==> src/rtl/ccd_pkg.sv <==
// Function
// Low phase lasts low-count field plus one divider input cycles.
// High phase lasts high-count field plus one divider input cycles.
// Bypass set: divider idles, its input clock goes straight to its output.
// Sync-ignore clear: divider obeys the chip-level sync; set: ignores it.
// Force-high drives output statically high, only with sync-ignore also set.
// With force-high clear the static forced level is low.
// Force-high has no effect while bypass is set.
// Start-level bit picks whether the waveform begins high or low.
// Four-bit phase offset field sets coarse phase, resets to zero.
// Direct-route clear: third pair driven by second channel divider.
// Direct-route set with source 10b: VCO clock goes straight to pair.
// Direct-route set with source 00b: external clock goes straight to pair.
// Direct-route set with source 01b: no effect, pair stays on divider.
// First channel direct-route: clear uses its divider, set routes like others.
// Duty-cycle correction applies while its disable bit is clear.
// Source bit 1 picks VCO when set, external clock when clear.
// After sync release, restart at start level after phase-offset input cycles.
`default_nettype none
package ccd_pkg;

    localparam int ADDR_W = 12;
    localparam int IDX_W = 10;

    // Register indices; byte address is four times the index
    localparam logic [IDX_W-1:0] IDX_CH1_ROUTE = 10'h195;
    localparam logic [IDX_W-1:0] IDX_CH2_COUNTS = 10'h196;
    localparam logic [IDX_W-1:0] IDX_CH2_CTRL = 10'h197;
    localparam logic [IDX_W-1:0] IDX_CH2_ROUTE = 10'h198;
    localparam logic [IDX_W-1:0] IDX_SRC_SEL = 10'h1E1;
    localparam logic [IDX_W-1:0] IDX_STATUS = 10'h1F0;

    localparam logic [7:0] RST_CH1_ROUTE = 8'h00;
    localparam logic [7:0] RST_CH2_COUNTS = 8'h00;
    localparam logic [7:0] RST_CH2_CTRL = 8'h00;
    localparam logic [7:0] RST_CH2_ROUTE = 8'h00;
    localparam logic [7:0] RST_SRC_SEL = 8'h00;

    // Field positions
    localparam int LOW_LSB = 4;
    localparam int HIGH_LSB = 0;
    localparam int CNT_W = 4;
    localparam int BIT_BYPASS = 7;
    localparam int BIT_NOSYNC = 6;
    localparam int BIT_FORCE_HIGH = 5;
    localparam int BIT_START_HIGH = 4;
    localparam int PHASE_LSB = 0;
    localparam int BIT_DIRECT = 1;
    localparam int BIT_DCC_OFF = 0;
    localparam int BIT_SRC_VCO = 1;

    localparam logic [1:0] SRC_EXT = 2'h0;
    localparam logic [1:0] SRC_VCO = 2'h2;

    // Status bits
    localparam int ST_DIV_OUT = 0;
    localparam int ST_SYNC_HOLD = 1;
    localparam int ST_SECOND = 2;
    localparam int ST_THIRD = 3;

    localparam logic [1:0] RESP_OKAY = 2'h0;
    localparam logic [1:0] RESP_SLVERR = 2'h2;

    typedef enum logic [1:0] {DIV_HOLD, DIV_DELAY, DIV_RUN} ccd_div_state_t;

endpackage
`default_nettype wire

==> src/rtl/ccd_divider.sv <==
`timescale 1ns/1ps
`default_nettype none
module ccd_divider
    import ccd_pkg::*;
(
    input wire logic clk,
    input wire logic rst,
    input wire logic in_edge,
    input wire logic [CNT_W-1:0] low_cnt,
    input wire logic [CNT_W-1:0] high_cnt,
    input wire logic start_high,
    input wire logic [CNT_W-1:0] phase_off,
    input wire logic sync_hold,
    input wire logic force_on,
    input wire logic power_down,
    output logic div_out
);

    ccd_div_state_t state_r, state_nxt;
    logic level_r, level_nxt;
    logic [CNT_W-1:0] cnt_r, cnt_nxt;
    logic out_r;
    logic toggle_ev;
    logic phase_start;
    logic [CNT_W:0] ph_edges_r;
    logic clean_r;
    logic [2*CNT_W-1:0] fields_r;

    assign toggle_ev = (state_r == DIV_RUN) && in_edge && (cnt_r == '0) && !sync_hold && !power_down;
    assign phase_start = toggle_ev || ((state_nxt == DIV_RUN) && (state_r != DIV_RUN));

    always_comb begin
        state_nxt = state_r;
        level_nxt = level_r;
        cnt_nxt = cnt_r;
        case (state_r)
            DIV_HOLD: begin
                level_nxt = 1'b0;
                if (phase_off == '0) begin
                    state_nxt = DIV_RUN;
                    level_nxt = start_high;
                    cnt_nxt = start_high ? high_cnt : low_cnt;
                end else begin
                    state_nxt = DIV_DELAY;
                    cnt_nxt = phase_off - 1'b1;
                end
            end
            DIV_DELAY: begin
                level_nxt = 1'b0;
                if (in_edge) begin
                    if (cnt_r == '0) begin
                        state_nxt = DIV_RUN;
                        level_nxt = start_high;
                        cnt_nxt = start_high ? high_cnt : low_cnt;
                    end else begin
                        cnt_nxt = cnt_r - 1'b1;
                    end
                end
            end
            DIV_RUN: begin
                if (in_edge) begin
                    if (cnt_r == '0) begin
                        level_nxt = !level_r;
                        cnt_nxt = level_r ? low_cnt : high_cnt;
                    end else begin
                        cnt_nxt = cnt_r - 1'b1;
                    end
                end
            end
            default: begin
                state_nxt = DIV_HOLD;
            end
        endcase
        // Bypass powers the counters down; leaving it restarts like a sync release
        if (sync_hold || power_down) begin
            state_nxt = DIV_HOLD;
            level_nxt = 1'b0;
            cnt_nxt = '0;
        end
    end

    always_ff @(posedge clk or posedge rst) begin
        if (rst) begin
            state_r <= DIV_HOLD;
            level_r <= 1'b0;
            cnt_r <= '0;
            out_r <= 1'b0;
        end else begin
            state_r <= state_nxt;
            level_r <= level_nxt;
            cnt_r <= cnt_nxt;
            out_r <= force_on ? 1'b1 : level_nxt;
        end
    end

    assign div_out = out_r;

    // Phase length bookkeeping, read only by the checks below
    always_ff @(posedge clk or posedge rst) begin
        if (rst) begin
            ph_edges_r <= '0;
            clean_r <= 1'b0;
            fields_r <= '0;
        end else begin
            fields_r <= {low_cnt, high_cnt};
            if (phase_start) begin
                ph_edges_r <= '0;
                clean_r <= 1'b1;
            end else begin
                if (in_edge) begin
                    ph_edges_r <= ph_edges_r + 1'b1;
                end
                clean_r <= clean_r && ({low_cnt, high_cnt} == fields_r);
            end
        end
    end

    a_low_phase_len: assert property (@(posedge clk) disable iff (rst)
        toggle_ev && clean_r && !level_r |-> ph_edges_r == {1'b0, low_cnt})
        else $error("low phase length differs from field plus one");
    a_high_phase_len: assert property (@(posedge clk) disable iff (rst)
        toggle_ev && clean_r && level_r |-> ph_edges_r == {1'b0, high_cnt})
        else $error("high phase length differs from field plus one");
    a_force_high_out: assert property (@(posedge clk) disable iff (rst)
        force_on |=> div_out)
        else $error("forced output not high");
    a_hold_low_out: assert property (@(posedge clk) disable iff (rst)
        (sync_hold || power_down) && !force_on |=> !div_out && state_r == DIV_HOLD)
        else $error("held divider output not low");
    a_start_level: assert property (@(posedge clk) disable iff (rst)
        state_r != DIV_RUN && state_nxt == DIV_RUN && !force_on |=> div_out == $past(start_high))
        else $error("waveform did not begin at start level");
    a_phase_delay: assert property (@(posedge clk) disable iff (rst)
        state_r == DIV_HOLD && !sync_hold && !power_down && phase_off != '0
        |=> state_r == DIV_DELAY && cnt_r == $past(phase_off) - 1'b1 && (!div_out || $past(force_on)))
        else $error("phase offset delay not entered");

    c_run_toggle: cover property (@(posedge clk) disable iff (rst) toggle_ev && clean_r);
    c_delay_exit: cover property (@(posedge clk) disable iff (rst)
        state_r == DIV_DELAY ##1 state_r == DIV_RUN);

endmodule // ccd_divider
`default_nettype wire

==> src/rtl/ccd_channel_clock.sv <==
`timescale 1ns/1ps
`default_nettype none
module ccd_channel_clock
    import ccd_pkg::*;
(
    input wire logic clk,
    input wire logic rst,
    input wire logic vco_clk,
    input wire logic ext_clk,
    input wire logic sync_req,
    input wire logic ch1_div_out,
    input wire logic [ADDR_W-1:0] s_axi_awaddr,
    input wire logic s_axi_awvalid,
    output logic s_axi_awready,
    input wire logic [31:0] s_axi_wdata,
    input wire logic [3:0] s_axi_wstrb,
    input wire logic s_axi_wvalid,
    output logic s_axi_wready,
    output logic [1:0] s_axi_bresp,
    output logic s_axi_bvalid,
    input wire logic s_axi_bready,
    input wire logic [ADDR_W-1:0] s_axi_araddr,
    input wire logic s_axi_arvalid,
    output logic s_axi_arready,
    output logic [31:0] s_axi_rdata,
    output logic [1:0] s_axi_rresp,
    output logic s_axi_rvalid,
    input wire logic s_axi_rready,
    output logic second_pair_out_a,
    output logic second_pair_out_b,
    output logic third_pair_out_a,
    output logic third_pair_out_b
);

    // Pin synchronisers: vco, ext, sync
    logic [2:0] pin_s1_r;
    logic [2:0] pin_s2_r;
    logic vco_s;
    logic ext_s;
    logic sync_s;
    logic sel_s;
    logic sel_prev_r;
    logic in_edge;

    // Registers
    logic [1:0] ch1_route_r;
    logic [7:0] ch2_counts_r;
    logic [7:0] ch2_ctrl_r;
    logic [1:0] ch2_route_r;
    logic [1:0] src_sel_r;

    // Write channel
    logic aw_have_r, aw_have_nxt;
    logic w_have_r, w_have_nxt;
    logic [IDX_W-1:0] aw_idx_r;
    logic [7:0] wdata_r;
    logic wstrb0_r;
    logic awready_r, awready_nxt;
    logic wready_r, wready_nxt;
    logic bvalid_r, bvalid_nxt;
    logic [1:0] bresp_r;
    logic aw_take;
    logic w_take;
    logic do_write;
    logic wr_lane;
    logic wr_ch1_route;
    logic wr_ch2_counts;
    logic wr_ch2_ctrl;
    logic wr_ch2_route;
    logic wr_src_sel;
    logic wr_mapped;

    // Read channel
    logic arready_r, arready_nxt;
    logic rvalid_r, rvalid_nxt;
    logic [31:0] rdata_r;
    logic [1:0] rresp_r;
    logic ar_take;
    logic [IDX_W-1:0] rd_idx;
    logic rd_mapped;
    logic [7:0] rd_byte;

    // Divider and routing
    logic bypass;
    logic nosync;
    logic sync_hold;
    logic force_on;
    logic ch2_div_out;
    logic [1:0] direct_bit;
    logic [1:0] dcc_off;
    logic [1:0] div_path;
    logic [1:0] raw_clk;
    logic [1:0] prev_r;
    logic [1:0] out_r;
    logic direct_vco;
    logic direct_ext;

    always_ff @(posedge clk or posedge rst) begin
        if (rst) begin
            pin_s1_r <= '0;
            pin_s2_r <= '0;
            sel_prev_r <= 1'b0;
        end else begin
            pin_s1_r <= {sync_req, ext_clk, vco_clk};
            pin_s2_r <= pin_s1_r;
            sel_prev_r <= sel_s;
        end
    end

    assign vco_s = pin_s2_r[0];
    assign ext_s = pin_s2_r[1];
    assign sync_s = pin_s2_r[2];
    assign sel_s = src_sel_r[BIT_SRC_VCO] ? vco_s : ext_s;
    assign in_edge = sel_s && !sel_prev_r;

    // Write path: address and data may arrive in either order
    assign aw_take = s_axi_awvalid && awready_r;
    assign w_take = s_axi_wvalid && wready_r;
    assign do_write = aw_have_r && w_have_r && !bvalid_r;
    assign wr_lane = do_write && wstrb0_r;
    assign wr_ch1_route = wr_lane && (aw_idx_r == IDX_CH1_ROUTE);
    assign wr_ch2_counts = wr_lane && (aw_idx_r == IDX_CH2_COUNTS);
    assign wr_ch2_ctrl = wr_lane && (aw_idx_r == IDX_CH2_CTRL);
    assign wr_ch2_route = wr_lane && (aw_idx_r == IDX_CH2_ROUTE);
    assign wr_src_sel = wr_lane && (aw_idx_r == IDX_SRC_SEL);
    assign wr_mapped = (aw_idx_r == IDX_CH1_ROUTE) || (aw_idx_r == IDX_CH2_COUNTS) ||
                       (aw_idx_r == IDX_CH2_CTRL) || (aw_idx_r == IDX_CH2_ROUTE) ||
                       (aw_idx_r == IDX_SRC_SEL) || (aw_idx_r == IDX_STATUS);
    assign aw_have_nxt = (aw_have_r || aw_take) && !do_write;
    assign w_have_nxt = (w_have_r || w_take) && !do_write;
    assign bvalid_nxt = do_write || (bvalid_r && !s_axi_bready);
    assign awready_nxt = !aw_have_nxt && !bvalid_nxt && !do_write;
    assign wready_nxt = !w_have_nxt && !bvalid_nxt && !do_write;

    always_ff @(posedge clk or posedge rst) begin
        if (rst) begin
            aw_have_r <= 1'b0;
            w_have_r <= 1'b0;
            aw_idx_r <= '0;
            wdata_r <= '0;
            wstrb0_r <= 1'b0;
            awready_r <= 1'b0;
            wready_r <= 1'b0;
            bvalid_r <= 1'b0;
            bresp_r <= RESP_OKAY;
        end else begin
            aw_have_r <= aw_have_nxt;
            w_have_r <= w_have_nxt;
            awready_r <= awready_nxt;
            wready_r <= wready_nxt;
            bvalid_r <= bvalid_nxt;
            if (aw_take) begin
                aw_idx_r <= s_axi_awaddr[ADDR_W-1:2];
            end
            if (w_take) begin
                wdata_r <= s_axi_wdata[7:0];
                wstrb0_r <= s_axi_wstrb[0];
            end
            if (do_write) begin
                bresp_r <= wr_mapped ? RESP_OKAY : RESP_SLVERR;
            end
        end
    end

    always_ff @(posedge clk or posedge rst) begin
        if (rst) begin
            ch1_route_r <= RST_CH1_ROUTE[1:0];
            ch2_counts_r <= RST_CH2_COUNTS;
            ch2_ctrl_r <= RST_CH2_CTRL;
            ch2_route_r <= RST_CH2_ROUTE[1:0];
            src_sel_r <= RST_SRC_SEL[1:0];
        end else begin
            if (wr_ch1_route) begin
                ch1_route_r <= wdata_r[1:0];
            end
            if (wr_ch2_counts) begin
                ch2_counts_r <= wdata_r;
            end
            if (wr_ch2_ctrl) begin
                ch2_ctrl_r <= wdata_r;
            end
            if (wr_ch2_route) begin
                ch2_route_r <= wdata_r[1:0];
            end
            if (wr_src_sel) begin
                src_sel_r <= wdata_r[1:0];
            end
        end
    end

    // Read path
    assign ar_take = s_axi_arvalid && arready_r;
    assign rd_idx = s_axi_araddr[ADDR_W-1:2];
    assign rd_mapped = (rd_idx == IDX_CH1_ROUTE) || (rd_idx == IDX_CH2_COUNTS) ||
                       (rd_idx == IDX_CH2_CTRL) || (rd_idx == IDX_CH2_ROUTE) ||
                       (rd_idx == IDX_SRC_SEL) || (rd_idx == IDX_STATUS);
    assign rd_byte = (rd_idx == IDX_CH1_ROUTE) ? {6'h00, ch1_route_r} :
                     (rd_idx == IDX_CH2_COUNTS) ? ch2_counts_r :
                     (rd_idx == IDX_CH2_CTRL) ? ch2_ctrl_r :
                     (rd_idx == IDX_CH2_ROUTE) ? {6'h00, ch2_route_r} :
                     (rd_idx == IDX_SRC_SEL) ? {6'h00, src_sel_r} :
                     (rd_idx == IDX_STATUS) ? {4'h0, out_r[1], out_r[0], sync_hold, ch2_div_out} :
                     8'h00;
    assign rvalid_nxt = ar_take || (rvalid_r && !s_axi_rready);
    assign arready_nxt = !rvalid_nxt;

    always_ff @(posedge clk or posedge rst) begin
        if (rst) begin
            arready_r <= 1'b0;
            rvalid_r <= 1'b0;
            rdata_r <= '0;
            rresp_r <= RESP_OKAY;
        end else begin
            arready_r <= arready_nxt;
            rvalid_r <= rvalid_nxt;
            if (ar_take) begin
                rdata_r <= {24'h000000, rd_byte};
                rresp_r <= rd_mapped ? RESP_OKAY : RESP_SLVERR;
            end
        end
    end

    assign s_axi_awready = awready_r;
    assign s_axi_wready = wready_r;
    assign s_axi_bvalid = bvalid_r;
    assign s_axi_bresp = bresp_r;
    assign s_axi_arready = arready_r;
    assign s_axi_rvalid = rvalid_r;
    assign s_axi_rdata = rdata_r;
    assign s_axi_rresp = rresp_r;

    // Second channel divider
    assign bypass = ch2_ctrl_r[BIT_BYPASS];
    assign nosync = ch2_ctrl_r[BIT_NOSYNC];
    assign sync_hold = sync_s && !nosync;
    assign force_on = nosync && ch2_ctrl_r[BIT_FORCE_HIGH] && !bypass;

    ccd_divider u_div2 (
        .clk(clk),
        .rst(rst),
        .in_edge(in_edge),
        .low_cnt(ch2_counts_r[LOW_LSB +: CNT_W]),
        .high_cnt(ch2_counts_r[HIGH_LSB +: CNT_W]),
        .start_high(ch2_ctrl_r[BIT_START_HIGH]),
        .phase_off(ch2_ctrl_r[PHASE_LSB +: CNT_W]),
        .sync_hold(sync_hold),
        .force_on(force_on),
        .power_down(bypass),
        .div_out(ch2_div_out)
    );

    // Index 0 is the second pair (first channel), index 1 the third pair
    assign direct_bit = {ch2_route_r[BIT_DIRECT], ch1_route_r[BIT_DIRECT]};
    assign dcc_off = {ch2_route_r[BIT_DCC_OFF], ch1_route_r[BIT_DCC_OFF]};
    assign div_path = {bypass ? sel_s : ch2_div_out, ch1_div_out};
    // Source 01b and the unused 11b leave the pair on its divider
    assign direct_vco = src_sel_r == SRC_VCO;
    assign direct_ext = src_sel_r == SRC_EXT;

    genvar ch;
    generate
        for (ch = 0; ch < 2; ch++) begin : g_pair
            assign raw_clk[ch] = !direct_bit[ch] ? div_path[ch] :
                                 direct_vco ? vco_s :
                                 direct_ext ? ext_s :
                                 div_path[ch];
            // Correction drops a level seen in only one sample
            always_ff @(posedge clk or posedge rst) begin
                if (rst) begin
                    prev_r[ch] <= 1'b0;
                    out_r[ch] <= 1'b0;
                end else begin
                    prev_r[ch] <= raw_clk[ch];
                    if (dcc_off[ch] || (raw_clk[ch] == prev_r[ch])) begin
                        out_r[ch] <= raw_clk[ch];
                    end
                end
            end
        end
    endgenerate

    assign second_pair_out_a = out_r[0];
    assign second_pair_out_b = out_r[0];
    assign third_pair_out_a = out_r[1];
    assign third_pair_out_b = out_r[1];

    a_bypass_route: assert property (@(posedge clk) disable iff (rst)
        bypass && !direct_bit[1] && dcc_off[1] |=> third_pair_out_a == $past(sel_s))
        else $error("bypass does not pass input clock");
    a_div_route: assert property (@(posedge clk) disable iff (rst)
        !bypass && !direct_bit[1] && dcc_off[1] |=> third_pair_out_a == $past(ch2_div_out))
        else $error("third pair not on divider");
    a_direct_vco: assert property (@(posedge clk) disable iff (rst)
        direct_bit[1] && src_sel_r == SRC_VCO && dcc_off[1] |=> third_pair_out_a == $past(vco_s))
        else $error("vco not routed to third pair");
    a_direct_ext: assert property (@(posedge clk) disable iff (rst)
        direct_bit[1] && src_sel_r == SRC_EXT && dcc_off[1] |=> third_pair_out_b == $past(ext_s))
        else $error("external clock not routed to third pair");
    a_direct_none: assert property (@(posedge clk) disable iff (rst)
        direct_bit[1] && src_sel_r == 2'h1 && !bypass && dcc_off[1] |=> third_pair_out_a == $past(ch2_div_out))
        else $error("source 01b changed routing");
    a_ch1_route: assert property (@(posedge clk) disable iff (rst)
        !direct_bit[0] && dcc_off[0] |=> second_pair_out_a == $past(ch1_div_out))
        else $error("second pair not on first divider");
    a_sync_holds: assert property (@(posedge clk) disable iff (rst)
        sync_s && !nosync && !bypass ##1 sync_s && !nosync |=> !ch2_div_out)
        else $error("divider ran during sync");
    a_dcc_filter: assert property (@(posedge clk) disable iff (rst)
        !dcc_off[1] && raw_clk[1] != $past(raw_clk[1]) |=> third_pair_out_a == $past(third_pair_out_a))
        else $error("single-sample level passed correction");

    c_vco_direct: cover property (@(posedge clk) disable iff (rst) direct_bit[1] && direct_vco);
    c_bypass: cover property (@(posedge clk) disable iff (rst) bypass && $rose(third_pair_out_a));
    c_sync_release: cover property (@(posedge clk) disable iff (rst) $fell(sync_hold));
    c_force: cover property (@(posedge clk) disable iff (rst) force_on ##1 third_pair_out_a);

endmodule // ccd_channel_clock
`default_nettype wire

==> config.mk <==
export PLATFORM = sky130hd
export DESIGN_NAME = ccd_channel_clock
export DESIGN_NICKNAME = d
export VERILOG_FILES = /design/src/rtl/ccd_pkg.sv /design/src/rtl/ccd_divider.sv /design/src/rtl/ccd_channel_clock.sv
export SDC_FILE = /design/constraint.sdc
export NUM_CORES = 1
export LEC_CHECK = 0
export BUFFER_PORTS_ARGS = -buffer_cell sky130_fd_sc_hd__buf_2
export CORE_MARGIN = 3
export CORE_UTILIZATION = 47
export DETAILED_ROUTE_END_ITERATION = 8
export PLACE_DENSITY = 0.87
export SLEW_MARGIN = 30
export SYNTH_ARGS = -nofsm -noshare
export SYNTH_HDL_FRONTEND = slang
export SYNTH_SLANG_ARGS = --single-unit
export TNS_END_PERCENT = 20
==> constraint.sdc <==
create_clock -name clk -period 2.1 [get_ports clk]
set_input_delay 0.105 -clock clk [delete_from_list [all_inputs] [get_ports clk]]
set_output_delay 0.105 -clock clk [all_outputs]
set_load 0.1 [all_outputs]
==> results.py <==
metrics = {
    "critical_path": {
        "crit_slowest_cell": "dfrtp_1",
        "critPathBufInv": 1,
        "crit_path_start_kind": "flop",
        "crit_family": "simple AND/OR/NAND/NOR gates",
        "cp_max_fo": 4,
        "max_stage_delay_ps": 420,
        "path_class": "flop to flop",
        "cp_cell_sequence": "inv_1, ha_1, or3b_1, nor3b_2, a311oi_1, a221oi_2, o21bai_1",
        "cp.required_ps": 2380,
        "worstPathArrival_ps": 2240,
        "end_kind": "flop",
    },
    "cts": {
        "cts-root-buf": "clkbuf_8",
        "path_clk_slew_ps": 90,
        "clock_tree.buffer_depth": 2,
        "cts_buffers": 9,
        "htree_levels": 3,
        "cts_setup_buffers": 0,
        "clock_latency_ps": 360,
        "cts_tree": "done",
        "cts.sink_count": 77,
    },
    "sta": {
        "worstMarginPinSlew_ps": 514,
        "setup_tns_ps": 0,
        "maxSlewViolCount": 0,
        "skew_ps": 18.1,
        "finalSetupViolations": 0,
        "setup_slack_ps": 136,
        "rsz0062_at_grt": "false",
        "finalHoldViolCount": 0,
        "clock.fmax_ghz": 0.509,
        "relSlewSlack_pct": 65.7,
        "fin_crit_ps": 1960,
        "timing.final.crit_share_pct": 93.5,
    },
    "drt": {
        "drt-pass1-iter-count": 4,
        "drt_wl_total_um": 8830,
        "wl_per_cell_um": 15.9,
        "drt_iter0_markers": 200,
        "drc": 0,
        "vias_per_cell": 5.34,
        "vias": 2976,
        "ant_nets": 0,
    },
    "place": {
        "place.gp.congestion": 0.881,
        "pre_cts_slack_ps": 123,
        "dp.cells": 514,
        "dp_hpwl_um": 6370,
        "port_buffers": 58,
    },
    "synthesis": {
        "synth_flop_cell": "dfrtp_1",
        "synth-edff-count": 0,
        "yosysSeqAreaShare_pct": 47.7,
        "avgSynthCellArea_um2": 11.3,
        "synth_common_cells": "dfrtp_1 (77), mux2_2 (36), buf_4 (28), o21ai_0 (28), nand2_1 (22)",
        "synth_cells": 357,
        "synth.most_common_cell": "dfrtp_1",
        "yosys.area.top_type_share_pct": 47.7,
        "yosysTopAreaCell": "dfrtp_1",
        "ys_warn_count": 0,
        "ys_types": 57,
        "syn_area_um2": 4040,
        "ys_async_sr_fraction_pct": 100,
        "yosys-top-cells-area": "dfrtp_1 (48%), mux2_2 (10%), buf_4 (5.2%), mux2_4 (3.7%), o21ai_0 (3.5%)",
        "ys_seq_elements": 77,
    },
    "floorplan": {
        "row_count": 33,
        "initial_utilization_pct": 48.9,
        "ios": 116,
        "core_area_um2": 8260,
        "dieHeight_um": 98.7,
        "die_w_um": 98.7,
        "die_area_um2": 9740,
    },
    "grt": {
        "grt_max_degree": 56,
        "grt_first_pass_wirelength_um": 14700,
        "grt_usage_pct": 19.1,
        "antenna_found_initial": 0,
        "grt_overflow": 0,
        "first_global_vias": 2980,
    },
    "pwr": {
        "p_total_mw": 4.73,
        "switchingPower_mw": 1.98,
        "leakagePower_nw": 2.25,
        "pwr-share-comb_pct": 33.3,
        "p_sw_share_pct": 41.9,
        "power_density_nw_per_um2": 982,
        "p_int_mw": 2.74,
        "seqPwrFrac_pct": 44.4,
        "ir_worst_vdd_mv": 1.38,
        "pwr-share-clk_pct": 22.3,
    },
    "run_status": {
        "run_status": "finished, final reports clean",
    },
    "finish": {
        "regArea_um2": 1930,
        "multiInputGateArea_um2": 1900,
        "finalNetCount": 525,
        "fillers": 654,
        "drive_gt1_share_pct": 30.8,
        "stdcell_count": 557,
        "area_growth_pct": 19.2,
        "final_core_util_pct": 58.3,
        "diodes": 0,
    },
    "job": {
        "max-cap-violations": 0,
    },
    "worst_hold_path": {
        "hold_path_class": "primary input to flop",
    },
}
## kinds of logic (layout without fill, tap and decap cells)
kind of cell | Yosys count | in the layout | synth area share [%]
flip-flops | 77 | 77 | 47.7
AO/OA/AOI/OAI | 77 | 77 | 12.4
AND/OR/NAND/NOR | 81 | 81 | 12.8
adder cells (fa/ha/maj) | 7 | 7 | 2.17
XOR/XNOR | 1 | 1 | 0.217
buffers and inverters | 54 | 124 | 7.66
multiplexers | 59 | 59 | 17.0
other | 1 | 26 | 0.0929
## final timing paths
check	slack [ps]	start	end	depth (start not counted)
hold / removal	70	ch1_div_out	prev_r[0]$_DFF_PP0_	3
setup reg to reg	140	u_div2.cnt_r[0]$_DFFE_PP0P_	u_div2.div_out$_DFF_PP0_	7
min in group asynchronous	330	rst	s_axi_rresp[1]$_DFFE_PP0P_	3
hold reg to reg	340	pin_s1_r[2]$_DFF_PP0_	pin_s2_r[2]$_DFF_PP0_	0
max in group asynchronous	1110	rst	wdata_r[2]$_DFFE_PP0P_	4
setup / recovery	140	u_div2.cnt_r[0]$_DFFE_PP0P_	u_div2.div_out$_DFF_PP0_	7
## flip-flops by register name, summed over array words and instances, names as in the netlist, 3 cells and up
name,count
ch2_counts_r,8
ch2_ctrl_r,8
pin_s2_r,3
aw_idx_r,10
u_div2.cnt_r,4
s_axi_rdata,8
wdata_r,8
pin_s1_r,3
## final cells by class
class | count | share of cell area, %
Timing Repair Buffer | 89 | 12.5
Multi-Input combinational cell | 251 | 39.5
Tap cell | 105 | 2.73
Sequential cell | 77 | 40.0
Inverter | 19 | 1.48
Clock buffer | 10 | 2.65
Clock inverter | 6 | 1.09
## worst register-to-register path, cell delays in order (launching register included)
cell	delay, ps
dfrtp_1	420
inv_1	120
ha_1	180
or3b_1	390
nor3b_2	220
a311oi_1	140
a221oi_2	290
o21bai_1	150
## through the flow
step / hold WS, ps / instance area, um2
5_1_grt: 83.3 / 4810
4_1_cts: 52.8 / 4810
6_report: 67.7 / 4810
3_5_place_dp: 173 / 4360
3_3_place_gp: 172 / 4360
2_1_floorplan: 136 / 4130
## power groups by stage
stage          combinational (mW)  sequential [mW]  clock [mW]
6_report                     1.58             2.10        1.05
2_1_floorplan               0.946             2.40           0
3_3_place_gp                 1.48             2.09           0
5_1_grt                      1.68             2.15        1.13
3_5_place_dp                 1.53             2.12           0
4_1_cts                      1.57             2.09        1.07
## repair_timing
action,4_1_cts,5_1_grt
endpoints found under the hold margin,49,0
resized for setup,0,1
hold buffers,27,0
setup endpoints to repair,0,8
## cells in the final DEF (no fill, tap or decap), drive strengths merged, types with 10 or more instances in the layout
cell / count
a21oi: 13
mux2: 46
mux2i: 13
nand2: 23
clkbuf: 10
nor2: 15
dfrtp: 77
inv: 23
nor2b: 10
conb: 26
buf: 62
dlygate4sd3: 27
o21ai: 29
## layer usage
layer / wire length [um] / GRT usage (%) / vias up
met4: 131 / 6.72 / 0
met5: 0 / 0 / -
met3: 619 / 4.74 / 13
li1: - / - / 1409
met1: 3910 / 25.1 / 1431
met2: 4160 / 30.8 / 123
Power figures use the tool's default switching activity.
